[config.mk]
export PLATFORM = sky130hd
export DESIGN_NAME = cam_core
export DESIGN_NICKNAME = d
export VERILOG_FILES = /design/src/rtl/cam_pkg.sv /design/src/rtl/cam_decode.sv /design/src/rtl/cam_addgen.sv /design/src/rtl/cam_core.sv
export SDC_FILE = /design/constraint.sdc
export NUM_CORES = 1
export LEC_CHECK = 0
export ABC_AREA = 0
export BUFFER_PORTS_ARGS = -buffer_cell sky130_fd_sc_hd__buf_2
export CAP_MARGIN = 5
export CORE_MARGIN = 2
export CORE_UTILIZATION = 30
export CTS_BUF_LIST = sky130_fd_sc_hd__clkbuf_8
export DETAILED_ROUTE_END_ITERATION = 10
export SKIP_CTS_REPAIR_TIMING = 1
export SLEW_MARGIN = 40
export SYNTH_ARGS = -nofsm -noshare
export SYNTH_HDL_FRONTEND = slang
export SYNTH_HIERARCHICAL = 1
export SYNTH_SLANG_ARGS = --single-unit
[constraint.sdc]
create_clock -name CLK_IN -period 12.6 [get_ports CLK_IN]
set_clock_uncertainty 0.15 [all_clocks]
set_input_delay 0.63 -clock CLK_IN [delete_from_list [all_inputs] [get_ports CLK_IN]]
set_output_delay 0.63 -clock CLK_IN [all_outputs]
set_load 0.1 [all_outputs]
[src/rtl/cam_pkg.sv]
// What this block does
// - Inherent opcodes are one byte; no operand or address bytes follow.
// - Immediate is two bytes; second byte is the operand, no memory read.
// - Short direct takes one address byte, reaching 00 to FF.
// - Long direct takes a two-byte address, reaching all 64 Kbyte.
// - Indexed address is unsigned sum of chosen index register and offset.
// - Indexed without offset uses the index register alone, 00 to FF.
// - Short indexed adds one offset byte without wrap, 00 to 1FE.
// - Long indexed adds a two-byte offset word, whole 64 Kbyte space.
// - Indirect takes pointer address byte, fetches pointer, uses it as address.
// - Indirect takes one pointer-address byte; byte pointer or word pointer.
// - Indirect indexed adds index register to fetched pointer, unsigned.
// - Short direct stays in page zero, short indexed reaches 1FE; long modes reach 64 Kbyte.
// - Read-modify-write memory instructions only use short sub-modes.
// - Set-mask raises interrupt mask to 3; clear-mask lowers it to 0.
// - Halt stops the oscillator; wait-for-irq waits until an interrupt.
// - Relative mode adds a signed 8-bit offset, direct or fetched.
// - Prefix 90 swaps the first index register for the alternate one.
// - Prefix 92 turns short direct into indirect, short indexed into indirect indexed.
// - Prefix 91 makes first-register indirect indexed use the alternate.
package cam_pkg;
	localparam logic [7:0]  PFX_ALT      = 8'h90;
	localparam logic [7:0]  PFX_IND      = 8'h92;
	localparam logic [7:0]  PFX_IND_ALT  = 8'h91;
	localparam logic [7:0]  OP_SET_MASK  = 8'h9B;
	localparam logic [7:0]  OP_CLR_MASK  = 8'h9A;
	localparam logic [7:0]  OP_HALT      = 8'h8E;
	localparam logic [7:0]  OP_WAIT      = 8'h8F;
	localparam logic [1:0]  MASK_HIGH    = 2'h3;
	localparam logic [1:0]  MASK_LOW     = 2'h0;
	localparam logic [15:0] PC_RESET     = 16'h0000;
	localparam logic [7:0]  BYTE_ZERO    = 8'h00;
	localparam logic [15:0] ONE16        = 16'h0001;

	// Opcode high nibble groups, plus the word-pointer low nibble
	localparam logic [3:0]  HN_BITOP     = 4'h1;
	localparam logic [3:0]  HN_BTJ       = 4'h0;
	localparam logic [3:0]  HN_REL       = 4'h2;
	localparam logic [3:0]  HN_RMW_DIR   = 4'h3;
	localparam logic [3:0]  HN_RMW_IX1   = 4'h6;
	localparam logic [3:0]  HN_RMW_IX0   = 4'h7;
	localparam logic [3:0]  HN_IMM       = 4'hA;
	localparam logic [3:0]  HN_DIR       = 4'hB;
	localparam logic [3:0]  HN_EXT       = 4'hC;
	localparam logic [3:0]  HN_IX2       = 4'hD;
	localparam logic [3:0]  HN_IX1       = 4'hE;
	localparam logic [3:0]  HN_IX0       = 4'hF;
	localparam logic [3:0]  LN_LONG_PTR  = 4'hC;

	// Addressing mode, one-hot
	typedef enum logic [10:0] {
		AM_INH  = 11'h001,
		AM_IMM  = 11'h002,
		AM_DIR  = 11'h004,
		AM_EXT  = 11'h008,
		AM_IX0  = 11'h010,
		AM_IX1  = 11'h020,
		AM_IX2  = 11'h040,
		AM_IND  = 11'h080,
		AM_INDX = 11'h100,
		AM_REL  = 11'h200,
		AM_BIT  = 11'h400
	} cam_mode_t;

	// Decoded opcode
	typedef struct packed {
		cam_mode_t  mode;
		logic [1:0] n_bytes;   // Bytes after opcode, before pointer use
		logic       long_ptr;  // Word pointer in indirect modes
		logic       branch;    // Bit test carries displacement
		logic       rmw;       // Read-modify-write on memory
	} cam_dec_t;

	// Memory request
	typedef struct packed {
		logic        req;
		logic [15:0] addr;
	} cam_mem_t;
endpackage

[src/rtl/cam_decode.sv]
`timescale 1ns/1ns
// Opcode to addressing-mode table, combinational
module cam_decode (
	input  wire logic [7:0]      op_in,
	input  wire logic            pfx_ind_in,
	output cam_pkg::cam_dec_t    dec_out
);
	logic [3:0] hn;
	logic [3:0] ln;
	assign hn = op_in[7:4];
	assign ln = op_in[3:0];

	// Mode and length from the high nibble
	always_comb begin
		dec_out          = '0;
		dec_out.mode     = cam_pkg::AM_INH;
		dec_out.long_ptr = (ln == cam_pkg::LN_LONG_PTR);
		unique case (hn)
			cam_pkg::HN_IMM: begin
				dec_out.mode    = cam_pkg::AM_IMM;
				dec_out.n_bytes = 2'd1;
			end
			cam_pkg::HN_DIR: begin
				dec_out.mode    = pfx_ind_in ? cam_pkg::AM_IND : cam_pkg::AM_DIR;
				dec_out.n_bytes = 2'd1;
			end
			cam_pkg::HN_EXT: begin
				dec_out.mode    = cam_pkg::AM_EXT;
				dec_out.n_bytes = 2'd2;
			end
			cam_pkg::HN_IX0: dec_out.mode = cam_pkg::AM_IX0;
			cam_pkg::HN_IX1: begin
				dec_out.mode    = pfx_ind_in ? cam_pkg::AM_INDX : cam_pkg::AM_IX1;
				dec_out.n_bytes = 2'd1;
			end
			cam_pkg::HN_IX2: begin
				dec_out.mode    = cam_pkg::AM_IX2;
				dec_out.n_bytes = 2'd2;
			end
			// Memory RMW: short sub-modes only, no long form exists
			cam_pkg::HN_RMW_DIR: begin
				dec_out.mode     = pfx_ind_in ? cam_pkg::AM_IND : cam_pkg::AM_DIR;
				dec_out.n_bytes  = 2'd1;
				dec_out.rmw      = 1'b1;
				dec_out.long_ptr = 1'b0;
			end
			cam_pkg::HN_RMW_IX1: begin
				dec_out.mode     = pfx_ind_in ? cam_pkg::AM_INDX : cam_pkg::AM_IX1;
				dec_out.n_bytes  = 2'd1;
				dec_out.rmw      = 1'b1;
				dec_out.long_ptr = 1'b0;
			end
			cam_pkg::HN_RMW_IX0: begin
				dec_out.mode = cam_pkg::AM_IX0;
				dec_out.rmw  = 1'b1;
			end
			cam_pkg::HN_REL: begin
				dec_out.mode     = cam_pkg::AM_REL;
				dec_out.n_bytes  = 2'd1;
				dec_out.long_ptr = 1'b0;
			end
			cam_pkg::HN_BITOP, cam_pkg::HN_BTJ: begin
				dec_out.mode     = cam_pkg::AM_BIT;
				dec_out.n_bytes  = 2'd1;
				dec_out.branch   = (hn == cam_pkg::HN_BTJ);
				dec_out.long_ptr = 1'b0;
			end
			default: dec_out.mode = cam_pkg::AM_INH;
		endcase
	end
endmodule // cam_decode

[src/rtl/cam_addgen.sv]
`timescale 1ns/1ns
// Unsigned index plus base adder; no wrap inside 16 bits for short forms
module cam_addgen (
	input  wire logic [7:0]  index_in,
	input  wire logic [15:0] base_in,
	input  wire logic        use_index_in,
	output logic      [15:0] addr_out
);
	// Byte base plus byte index peaks at 1FE; a word base plus index can wrap past FFFF
	assign addr_out = use_index_in ? base_in + {cam_pkg::BYTE_ZERO, index_in} : base_in;
endmodule // cam_addgen

[src/rtl/cam_core.sv]
`timescale 1ns/1ns
// Operand address sequencer: fetches instruction bytes, forms effective address
module cam_core (
	input  wire logic              CLK_IN,
	input  wire logic              NRST_IN,
	input  wire logic              START_IN,
	input  wire logic              MEM_ACK_IN,
	input  wire logic [7:0]        MEM_RDATA_IN,
	input  wire logic [7:0]        FIRST_PTR_IN,
	input  wire logic [7:0]        ALT_PTR_IN,
	input  wire logic              IRQ_IN,
	output cam_pkg::cam_mem_t      FETCH_OUT,
	output logic      [15:0]       EA_OUT,
	output logic      [7:0]        OPERAND_OUT,
	output logic                   EA_VALID_OUT,
	output logic                   IMM_VALID_OUT,
	output logic                   RMW_OUT,
	output logic      [2:0]        BIT_NUM_OUT,
	output logic      [7:0]        BRANCH_DISP_OUT,
	output logic      [15:0]       PROGRAM_COUNTER_OUT,
	output logic      [1:0]        IRQ_MASK_OUT,
	output logic                   HALT_OUT,
	output logic                   WAIT_OUT,
	output logic                   DONE_OUT
);
	typedef enum logic [8:0] {
		ST_IDLE  = 9'h001,
		ST_OP    = 9'h002,
		ST_ARG1  = 9'h004,
		ST_ARG2  = 9'h008,
		ST_PTRH  = 9'h010,
		ST_PTRL  = 9'h020,
		ST_DISP  = 9'h040,
		ST_ADDR  = 9'h080,
		ST_SLEEP = 9'h100
	} cam_state_t;

	cam_state_t          state_ff;
	cam_pkg::cam_dec_t   dec;
	cam_pkg::cam_dec_t   dec_ff;
	logic [7:0]          op_ff;
	logic                pfx_alt_ff;
	logic                pfx_ind_ff;
	logic                pfx_ind_alt_ff;
	logic [15:0]         pc_ff;
	logic [15:0]         arg_ff;
	logic [15:0]         ptr_ff;
	logic [15:0]         ea_ff;
	logic [15:0]         ea_raw;
	logic [15:0]         base;
	logic [7:0]          index;
	logic                use_index;
	logic [7:0]          operand_ff;
	logic                ea_valid_ff;
	logic                imm_valid_ff;
	logic                done_ff;
	logic [7:0]          disp_ff;
	logic [1:0]          mask_ff;
	logic                halt_ff;
	logic                wait_ff;
	logic                byte_taken;
	logic                via_ptr;

	assign byte_taken = MEM_ACK_IN;

	cam_decode u_decode (
		.op_in      (MEM_RDATA_IN),
		.pfx_ind_in (pfx_ind_ff),
		.dec_out    (dec)
	);

	// Index select, and whether a pointer is fetched before the address is formed
	assign index = (pfx_alt_ff || pfx_ind_alt_ff) ? ALT_PTR_IN : FIRST_PTR_IN;
	assign via_ptr = (dec_ff.mode inside {cam_pkg::AM_IND, cam_pkg::AM_INDX}) ||
	                 (pfx_ind_ff && (dec_ff.mode inside {cam_pkg::AM_REL, cam_pkg::AM_BIT}));

	// Base per mode before the index is added
	always_comb begin
		base      = arg_ff;
		use_index = 1'b0;
		unique case (dec_ff.mode)
			cam_pkg::AM_IX0: begin
				base      = '0;
				use_index = 1'b1;
			end
			cam_pkg::AM_IX1: begin
				base      = {cam_pkg::BYTE_ZERO, arg_ff[7:0]};
				use_index = 1'b1;
			end
			cam_pkg::AM_IX2: begin
				base      = arg_ff;
				use_index = 1'b1;
			end
			cam_pkg::AM_IND: base = ptr_ff;
			cam_pkg::AM_INDX: begin
				base      = ptr_ff;
				use_index = 1'b1;
			end
			cam_pkg::AM_DIR: base = {cam_pkg::BYTE_ZERO, arg_ff[7:0]};
			cam_pkg::AM_BIT: base = via_ptr ? ptr_ff : {cam_pkg::BYTE_ZERO, arg_ff[7:0]};
			cam_pkg::AM_REL: base = via_ptr ? ptr_ff : arg_ff;
			default: base = arg_ff;
		endcase
	end

	cam_addgen u_addgen (
		.index_in     (index),
		.base_in      (base),
		.use_index_in (use_index),
		.addr_out     (ea_raw)
	);

	// Fetch address: program bytes, or pointer bytes from page zero
	always_comb begin
		FETCH_OUT.req  = 1'b0;
		FETCH_OUT.addr = pc_ff;
		unique case (state_ff)
			ST_OP, ST_ARG1, ST_ARG2, ST_DISP: FETCH_OUT.req = 1'b1;
			ST_PTRH: begin
				FETCH_OUT.req  = 1'b1;
				FETCH_OUT.addr = {cam_pkg::BYTE_ZERO, arg_ff[7:0]};
			end
			ST_PTRL: begin
				FETCH_OUT.req  = 1'b1;
				FETCH_OUT.addr = {cam_pkg::BYTE_ZERO, arg_ff[7:0]} + cam_pkg::ONE16;
			end
			default: FETCH_OUT.req = 1'b0;
		endcase
	end

	// Instruction sequencer
	always_ff @(posedge CLK_IN or negedge NRST_IN) begin
		if (!NRST_IN) begin
			state_ff <= ST_IDLE;
		end else begin
			unique case (state_ff)
				ST_IDLE: if (START_IN) state_ff <= ST_OP;
				ST_OP: if (byte_taken) begin
					if (MEM_RDATA_IN == cam_pkg::PFX_ALT || MEM_RDATA_IN == cam_pkg::PFX_IND ||
					    MEM_RDATA_IN == cam_pkg::PFX_IND_ALT) begin
						state_ff <= ST_OP;
					end else if (MEM_RDATA_IN == cam_pkg::OP_HALT ||
					             MEM_RDATA_IN == cam_pkg::OP_WAIT) begin
						state_ff <= ST_SLEEP;
					end else if (dec.n_bytes == 2'd0) begin
						state_ff <= ST_ADDR;
					end else begin
						state_ff <= ST_ARG1;
					end
				end
				ST_ARG1: if (byte_taken) begin
					if (dec_ff.n_bytes == 2'd2) begin
						state_ff <= ST_ARG2;
					end else if (via_ptr) begin
						state_ff <= ST_PTRH;
					end else if (dec_ff.branch) begin
						state_ff <= ST_DISP;
					end else begin
						state_ff <= ST_ADDR;
					end
				end
				ST_ARG2: if (byte_taken) state_ff <= ST_ADDR;
				ST_PTRH: if (byte_taken) begin
					if (dec_ff.long_ptr) begin
						state_ff <= ST_PTRL;
					end else if (dec_ff.branch) begin
						state_ff <= ST_DISP;
					end else begin
						state_ff <= ST_ADDR;
					end
				end
				ST_PTRL: if (byte_taken) state_ff <= ST_ADDR;
				ST_DISP: if (byte_taken) state_ff <= ST_ADDR;
				ST_ADDR: state_ff <= ST_IDLE;
				ST_SLEEP: if (IRQ_IN && wait_ff) state_ff <= ST_IDLE;
			endcase
		end
	end

	// Opcode, prefix and decode capture
	always_ff @(posedge CLK_IN or negedge NRST_IN) begin
		if (!NRST_IN) begin
			op_ff          <= '0;
			dec_ff         <= '0;
			pfx_alt_ff     <= 1'b0;
			pfx_ind_ff     <= 1'b0;
			pfx_ind_alt_ff <= 1'b0;
		end else if (state_ff == ST_IDLE && START_IN) begin
			pfx_alt_ff     <= 1'b0;
			pfx_ind_ff     <= 1'b0;
			pfx_ind_alt_ff <= 1'b0;
		end else if (state_ff == ST_OP && byte_taken) begin
			if (MEM_RDATA_IN == cam_pkg::PFX_ALT) begin
				pfx_alt_ff <= 1'b1;
			end else if (MEM_RDATA_IN == cam_pkg::PFX_IND) begin
				pfx_ind_ff <= 1'b1;
			end else if (MEM_RDATA_IN == cam_pkg::PFX_IND_ALT) begin
				pfx_ind_ff     <= 1'b1;
				pfx_ind_alt_ff <= 1'b1;
			end else begin
				op_ff  <= MEM_RDATA_IN;
				dec_ff <= dec;
			end
		end
	end

	// Program counter advances once per fetched program byte
	always_ff @(posedge CLK_IN or negedge NRST_IN) begin
		if (!NRST_IN) begin
			pc_ff <= cam_pkg::PC_RESET;
		end else if (byte_taken && state_ff != ST_PTRH && state_ff != ST_PTRL &&
		             FETCH_OUT.req) begin
			pc_ff <= pc_ff + cam_pkg::ONE16;
		end else if (state_ff == ST_ADDR && dec_ff.mode == cam_pkg::AM_REL) begin
			pc_ff <= pc_ff + {{8{ea_raw[7]}}, ea_raw[7:0]};
		end
	end

	// Argument and pointer bytes, high byte first
	always_ff @(posedge CLK_IN or negedge NRST_IN) begin
		if (!NRST_IN) begin
			arg_ff <= '0;
			ptr_ff <= '0;
			disp_ff <= '0;
		end else if (byte_taken) begin
			unique case (state_ff)
				ST_OP:   arg_ff <= '0;
				ST_ARG1: arg_ff <= {arg_ff[7:0], MEM_RDATA_IN};
				ST_ARG2: arg_ff <= {arg_ff[7:0], MEM_RDATA_IN};
				ST_PTRH: ptr_ff <= dec_ff.long_ptr ? {MEM_RDATA_IN, cam_pkg::BYTE_ZERO}
				                                   : {cam_pkg::BYTE_ZERO, MEM_RDATA_IN};
				ST_PTRL: ptr_ff <= {ptr_ff[15:8], MEM_RDATA_IN};
				ST_DISP: disp_ff <= MEM_RDATA_IN;
				default: arg_ff <= arg_ff;
			endcase
		end
	end

	// Results: address or immediate only after all bytes are in
	always_ff @(posedge CLK_IN or negedge NRST_IN) begin
		if (!NRST_IN) begin
			ea_ff        <= '0;
			operand_ff   <= '0;
			ea_valid_ff  <= 1'b0;
			imm_valid_ff <= 1'b0;
			done_ff      <= 1'b0;
		end else begin
			ea_valid_ff  <= 1'b0;
			imm_valid_ff <= 1'b0;
			done_ff      <= (state_ff == ST_ADDR);
			if (state_ff == ST_ADDR) begin
				ea_ff        <= ea_raw;
				operand_ff   <= arg_ff[7:0];
				imm_valid_ff <= (dec_ff.mode == cam_pkg::AM_IMM);
				ea_valid_ff  <= !(dec_ff.mode inside {cam_pkg::AM_IMM, cam_pkg::AM_INH,
				                                      cam_pkg::AM_REL});
			end
		end
	end

	// Interrupt mask and power state from inherent ops
	always_ff @(posedge CLK_IN or negedge NRST_IN) begin
		if (!NRST_IN) begin
			mask_ff <= cam_pkg::MASK_HIGH;
			halt_ff <= 1'b0;
			wait_ff <= 1'b0;
		end else if (state_ff == ST_OP && byte_taken) begin
			if (MEM_RDATA_IN == cam_pkg::OP_SET_MASK) mask_ff <= cam_pkg::MASK_HIGH;
			if (MEM_RDATA_IN == cam_pkg::OP_CLR_MASK) mask_ff <= cam_pkg::MASK_LOW;
			halt_ff <= (MEM_RDATA_IN == cam_pkg::OP_HALT);
			wait_ff <= (MEM_RDATA_IN == cam_pkg::OP_WAIT);
		end else if (state_ff == ST_SLEEP && IRQ_IN && wait_ff) begin
			wait_ff <= 1'b0; // Halt leaves only by reset here
		end
	end

	assign EA_OUT              = ea_ff;
	assign OPERAND_OUT         = operand_ff;
	assign EA_VALID_OUT        = ea_valid_ff;
	assign IMM_VALID_OUT       = imm_valid_ff;
	assign DONE_OUT            = done_ff;
	assign RMW_OUT             = dec_ff.rmw;
	assign BIT_NUM_OUT         = op_ff[3:1];
	assign BRANCH_DISP_OUT     = disp_ff;
	assign PROGRAM_COUNTER_OUT = pc_ff;
	assign IRQ_MASK_OUT        = mask_ff;
	assign HALT_OUT            = halt_ff;
	assign WAIT_OUT            = wait_ff;
endmodule // cam_core

==> results.yml, run 1 <==
outcome:
  outcome: "completed"
floorplanning:
  row_count: 55
  io_pins: 105
  start_util_pct: 30.5
  die_h_um: 156
  die_w_um: 156
  core-area_mm2: 0.0226
  fp.dieArea_mm2: 0.0243
timing:
  fmax_ghz: 0.155
  tns_ns: 0
  slew_headroom_pct: 46.5
  rsz0062_at_grt: "no"
  period_needed_ns: 6.43
  fin_crit_sh_pct: 51.0
  slew_violations: 0
  final_hold_viol_count: 0
  tightestPinTransition_ns: 0.792
  fin_ws_ns: 6.17
  setup_viol: 0
worst_setup_path:
  cp.arrival_ns: 6.64
  worstRegToRegCells: 19
  worstSetupStartpointType: "flop"
  critPathBufInv: 0
  path_delay_family: "simple AND/OR/NAND/NOR gates"
  path_class: "flop to flop"
  critPathSlowestCell: "a21oi_4"
  slowest_delay_ns: 0.52
  critPathLaunch: "dec_ff[12]"
  worst_path_most_repeated_cell: "ha_1"
  cp_max_fo: 19
  crit-reg2reg-launch: "dec_ff[12]"
  required_ns: 12.81
  endpoint_kind: "flop"
  crit_chain: "nor3_1 > nor3b_1 > nand4b_1 > a21oi_4 > a41oi_1 > a22o_1 > ha_1 > fa_1 > a21o_1 > a31oi_1 > or4b_1 > nand4_1 > nor2b_1 > ha_1 > or3_1 > o22a_1 > or4_1 > a21oi_1 > xor2_1"
  crit_cells: 19
routing:
  vias_per_cell: 5.23
  drt-initial-drc-count: 428
  drc: 0
  drtPass1Iterations: 5
  routed_wl_um: 19600
  wl_per_cell_um: 17.3
  final_antenna_net_count: 0
  via_count: 5932
placed_design:
  pre_cts_ws_ns: 6.00
  post_dp_cell_area_mm2: 0.00764
  port_buffers: 104
  dpl.hpwl_um: 14000
  place_congestion: 0.865
global_routing:
  antenna_found_initial: 0
  grt_pass1_vias: 5630
  grt.total_usage_pct: 16.6
  grt_max_degree: 76
  overflow: 0
  grt_pass1_wl_um: 31400
logic_synthesis:
  avgSynthCellArea_um2: 9.25
  syn_nets: 795
  synth_area_mm2: 0.00692
  ys_warn_count: 6
  synth_edf_count: 0
  synthCells: 748
  synthArstFlopShare_pct: 100
  synth_flop_cell: "dfrtp_1"
  ys_seq_elements: 117
  yosysUniqueCellTypes: 74
  ys_seq_area_share_pct: 42.4
cts:
  clkSinkCount: 117
  cts_tree: "built"
  clockBufferDepth: 2
  cts_max_level: 4
  cts_buffers: 17
  clock_latency_ns: 0.44
  clkTransAtPathRegs_ns: 0.07
  clk_root_buffer_cell: "clkbuf_8"
job:
  max_cap_violations: 0
final_layout:
  final_cell_mix: "nand2_1 (143), dfrtp_1 (115), buf_2 (103)"
  fillers: 2302
  drive_gt1_share_pct: 23.8
  area_growth_pct: 16.8
  nets: 884
  fin_area_mm2: 0.00808
  final_common_cell: "nand2_1"
  antenna_cells: 0
hold_path:
  holdCritPathClass: "primary input to asynchronous set/reset pin"
state kept, by name, summed over array words and instances (netlist names), 3 cells and up:
name / flops
arg_ff: 16
EA_OUT: 16
BRANCH_DISP_OUT: 8
op_ff: 3
OPERAND_OUT: 8
PROGRAM_COUNTER_OUT: 16
dec_ff: 15
ptr_ff: 16
state_ff: 9
per-layer routing:
| metal | GRT usage [%] | part of all wire (%) | up-vias |
|---|---|---|---|
| met5 | 0 | 0 | - |
| met3 | 3.94 | 4.9 | 8 |
| li1 | - | - | 2855 |
| met1 | 23.6 | 48 | 2924 |
| met4 | 3.49 | 0.70 | 0 |
| met2 | 25.6 | 46 | 145 |
path summary, 6_finish.rpt:
| path | endpoint | slack (ns) |
|---|---|---|
| worst max-delay path | PROGRAM_COUNTER_OUT[9] | 6.17 |
| max in group asynchronous | BRANCH_DISP_OUT[1] | 11.16 |
| worst max register to register | PROGRAM_COUNTER_OUT[9] | 6.17 |
| worst min-delay path | EA_OUT[4] | 0.04 |
| worst min register to register | EA_OUT[7] | 0.32 |
| min in group CLK_IN | EA_OUT[7] | 0.32 |
cell families after synthesis:
kind of cell             after synthesis  synth area share, %
buffers and inverters                 54                 3.76
AND/OR/NAND/NOR                      333                 24.2
XOR/XNOR                              30                 3.80
multiplexers                          39                 6.33
flip-flops                           117                 42.4
AO/OA/AOI/OAI                        157                 16.1
adder cells (fa/ha/maj)               18                 3.47
through the flow:
| stage | std cells | utilization, % | hold slack (ns) |
|---|---|---|---|
| after floorplan | 748 | - | 0.184 |
| after detailed placement | 1103 | 33.7 | 0.309 |
| after global routing | 1134 | 35.7 | 0.0639 |
| after global placement | 1103 | 33.7 | 0.306 |
| after CTS | 1134 | 35.6 | 0.0479 |
| final | 1134 | 35.7 | 0.0403 |
Yosys cell counts (9+ instances only):
master | n | share of area (%)
nand2_1 | 144 | 7.8
clkbuf_1 | 20 | 1.1
ha_1 | 16 | 2.9
nor2_1 | 39 | 2.1
dfrtp_1 | 115 | 42
nand3_1 | 28 | 2.0
a22o_1 | 32 | 4.1
o21ai_0 | 35 | 2.5
and3_1 | 13 | 1.2
nor3_1 | 21 | 1.5
and2_1 | 9 | 0.81
xor2_1 | 19 | 2.4
inv_1 | 15 | 0.81
a21o_1 | 9 | 0.98
mux2_2 | 38 | 6.2
nor2b_1 | 11 | 1.0
xnor2_1 | 11 | 1.4
a21oi_1 | 22 | 1.6
worst register-to-register path, stage by stage, from the launching register on:
cell	delay, ns
dfrtp_1	0.42
nor3_1	0.33
nor3b_1	0.50
nand4b_1	0.24
a21oi_4	0.52
a41oi_1	0.30
a22o_1	0.34
ha_1	0.23
fa_1	0.41
a21o_1	0.21
a31oi_1	0.46
or4b_1	0.19
nand4_1	0.14
nor2b_1	0.17
ha_1	0.22
or3_1	0.34
o22a_1	0.32
or4_1	0.51
a21oi_1	0.18
xor2_1	0.17
layout make-up:
class,instances,area [µm²],area share (%)
sequential,117,2930,36.3
clock buffer,22,303,3.75
tap,285,357,4.41
inverter,16,60.1,0.743
multi-input combinational,577,3740,46.4
timing repair buffer,108,557,6.89
clock inverter,9,126,1.56
Power of run 1 is not shown: default switching activity piles up to over one toggle a cycle in this logic, so the estimate is an artifact.
==> inputs of run 2 (changes only) <==
==> constraint.sdc (replaced) <==
create_clock -name CLK_IN -period 6.5 [get_ports CLK_IN]
set_clock_uncertainty 0.15 [all_clocks]
set_input_delay 0.325 -clock CLK_IN [delete_from_list [all_inputs] [get_ports CLK_IN]]
set_output_delay 0.325 -clock CLK_IN [all_outputs]
set_load 0.1 [all_outputs]
==> run 2 against run 1 <==
- die area unchanged
- worst setup slack worse by 5.6 ns
- cell count up 0.26%
- clock-buffer cell count down 1
- highest routed layer unchanged
==> results.yml, run 2 (same netlist as run 1, synthesis figures left out) <==
timing:
  fmax_ghz: 0.169
  tightestPinTransition_ns: 0.764
  fin_crit_sh_pct: 91.0
  slew_violations: 0
  period_needed_ns: 5.92
  final_hold_viol_count: 0
  fin_ws_ns: 0.582
  setup_viol: 0
  rsz0062_at_grt: "no"
  slew_headroom_pct: 48.4
  tns_ns: 0
final_layout:
  final_common_cell: "nand2_1"
  fin_cells: 1137
  regArea_mm2: 0.00293
  area_growth_pct: 16.5
  antenna_cells: 0
  drive_gt1_share_pct: 23.7
  multi_input_area_mm2: 0.00374
  fin_util_pct: 35.6
  final_cell_mix: "nand2_1 (143), dfrtp_1 (115), buf_2 (103)"
  nets: 886
  fillers: 2342
cts:
  clk_root_buffer_cell: "clkbuf_8"
  clockBufferDepth: 2
  clkSinkCount: 117
  cts_max_level: 4
  cts_buffers: 17
  clock_latency_ns: 0.44
  clkTransAtPathRegs_ns: 0.07
  cts_tree: "built"
floorplanning:
  row_count: 55
  die_w_um: 156
  io_pins: 105
  fp.dieArea_mm2: 0.0243
  start_util_pct: 30.5
  die_h_um: 156
  core-area_mm2: 0.0226
global_routing:
  gr-max-usage-layer: "met2"
  use_met3_pct: 4.25
  grt_pass1_wl_um: 30700
  grt_use_met2_pct: 24.8
  grt_max_degree: 73
  grt.total_usage_pct: 16.2
  overflow: 0
  grt_pass1_vias: 5522
  antenna_found_initial: 0
  met1_usage_pct: 22.8
worst_setup_path:
  slowest_delay_ns: 0.51
  required_ns: 6.71
  endpoint_kind: "flop"
  cp_max_fo: 9
  cp.arrival_ns: 6.13
  worstSetupStartpointType: "flop"
  worst_path_most_repeated_cell: "ha_1"
  path_class: "flop to flop"
  critPathSlowestCell: "or4_1"
  critPathBufInv: 0
  path_delay_family: "simple AND/OR/NAND/NOR gates"
  crit_chain: "nor3_1 > nor3b_1 > nand4b_1 > a21oi_2 > a41oi_1 > a22o_1 > ha_1 > fa_1 > a21o_1 > a31oi_1 > or4b_1 > nand4_1 > nor2b_1 > ha_1 > or3_1 > o22a_1 > or4_1 > a21oi_1 > xor2_1"
routing:
  drt-initial-drc-count: 277
  via_count: 5955
  final_antenna_net_count: 0
  vias_per_cell: 5.24
  routed_wl_um: 19500
  drtPass1Iterations: 5
  wl_per_cell_um: 17.2
  drc: 0
placed_design:
  dp_cells: 1104
  port_buffers: 104
  dpl.hpwl_um: 13800
  place_congestion: 0.863
  pre_cts_ws_ns: 0.694
outcome:
  outcome: "completed"
hold_path:
  holdCritPathClass: "primary input to flop"
job:
  max_cap_violations: 0
-- run 2: changes by cell type in the layout (fill, tap and decap cells not counted), sizes merged --
cell	delta
dlygate4sd3	+1
bufinv	-1
clkinvlp	+1
inv	+2
buf	+1
clkbuf	-1
-- run 2: per-stage QoR --
stage	hold WS, ns	area (µm²)
after floorplan	-0.121	6920
after global placement	0.232	7640
after detailed placement	0.247	7650
after CTS	-0.250	8050
after global routing	0.0568	8060
final	0.0590	8060
-- run 2: worst reg2reg max path, cell delays in order, from the launching register on --
cell and delay (ns):
dfrtp_1 0.43, nor3_1 0.31, nor3b_1 0.47, nand4b_1 0.18
a21oi_2 0.18, a41oi_1 0.15, a22o_1 0.33, ha_1 0.23
fa_1 0.42, a21o_1 0.21, a31oi_1 0.47, or4b_1 0.19
nand4_1 0.18, nor2b_1 0.20, ha_1 0.22, or3_1 0.33
o22a_1 0.33, or4_1 0.51, a21oi_1 0.18, xor2_1 0.15
-- run 2: path summary, 6_finish.rpt --
kind                                 start                      to  slack [ns]  depth (start not counted)
min in group asynchronous          NRST_IN  PROGRAM_COUNTER_OUT[2]        0.29                          2
max in group asynchronous          NRST_IN              arg_ff[13]        4.82                          3
worst max-delay path            dec_ff[12]  PROGRAM_COUNTER_OUT[9]        0.58                         19
worst min-delay path                IRQ_IN             state_ff[8]        0.06                          3
worst max register to register  dec_ff[12]  PROGRAM_COUNTER_OUT[9]        0.58                         19
worst min register to register   EA_OUT[1]               EA_OUT[1]        0.32                          2
-- run 2: per-layer routing --
layer	part of all wire, %	up-vias
met5	0	-
met4	0.69	0
met3	6.5	9
met2	46	179
met1	47	2903
li1	-	2864
-- run 2: area by class of cell --
class	count	share of cell area, %
multi-input cells	577	46.4
flip-flops and latches	117	36.4
repair buffers	110	7.13
well taps	285	4.42
clock buffers	21	3.59
clock inverters	11	1.38
inverters	16	0.745
Power of run 2 is left out for the same reason.
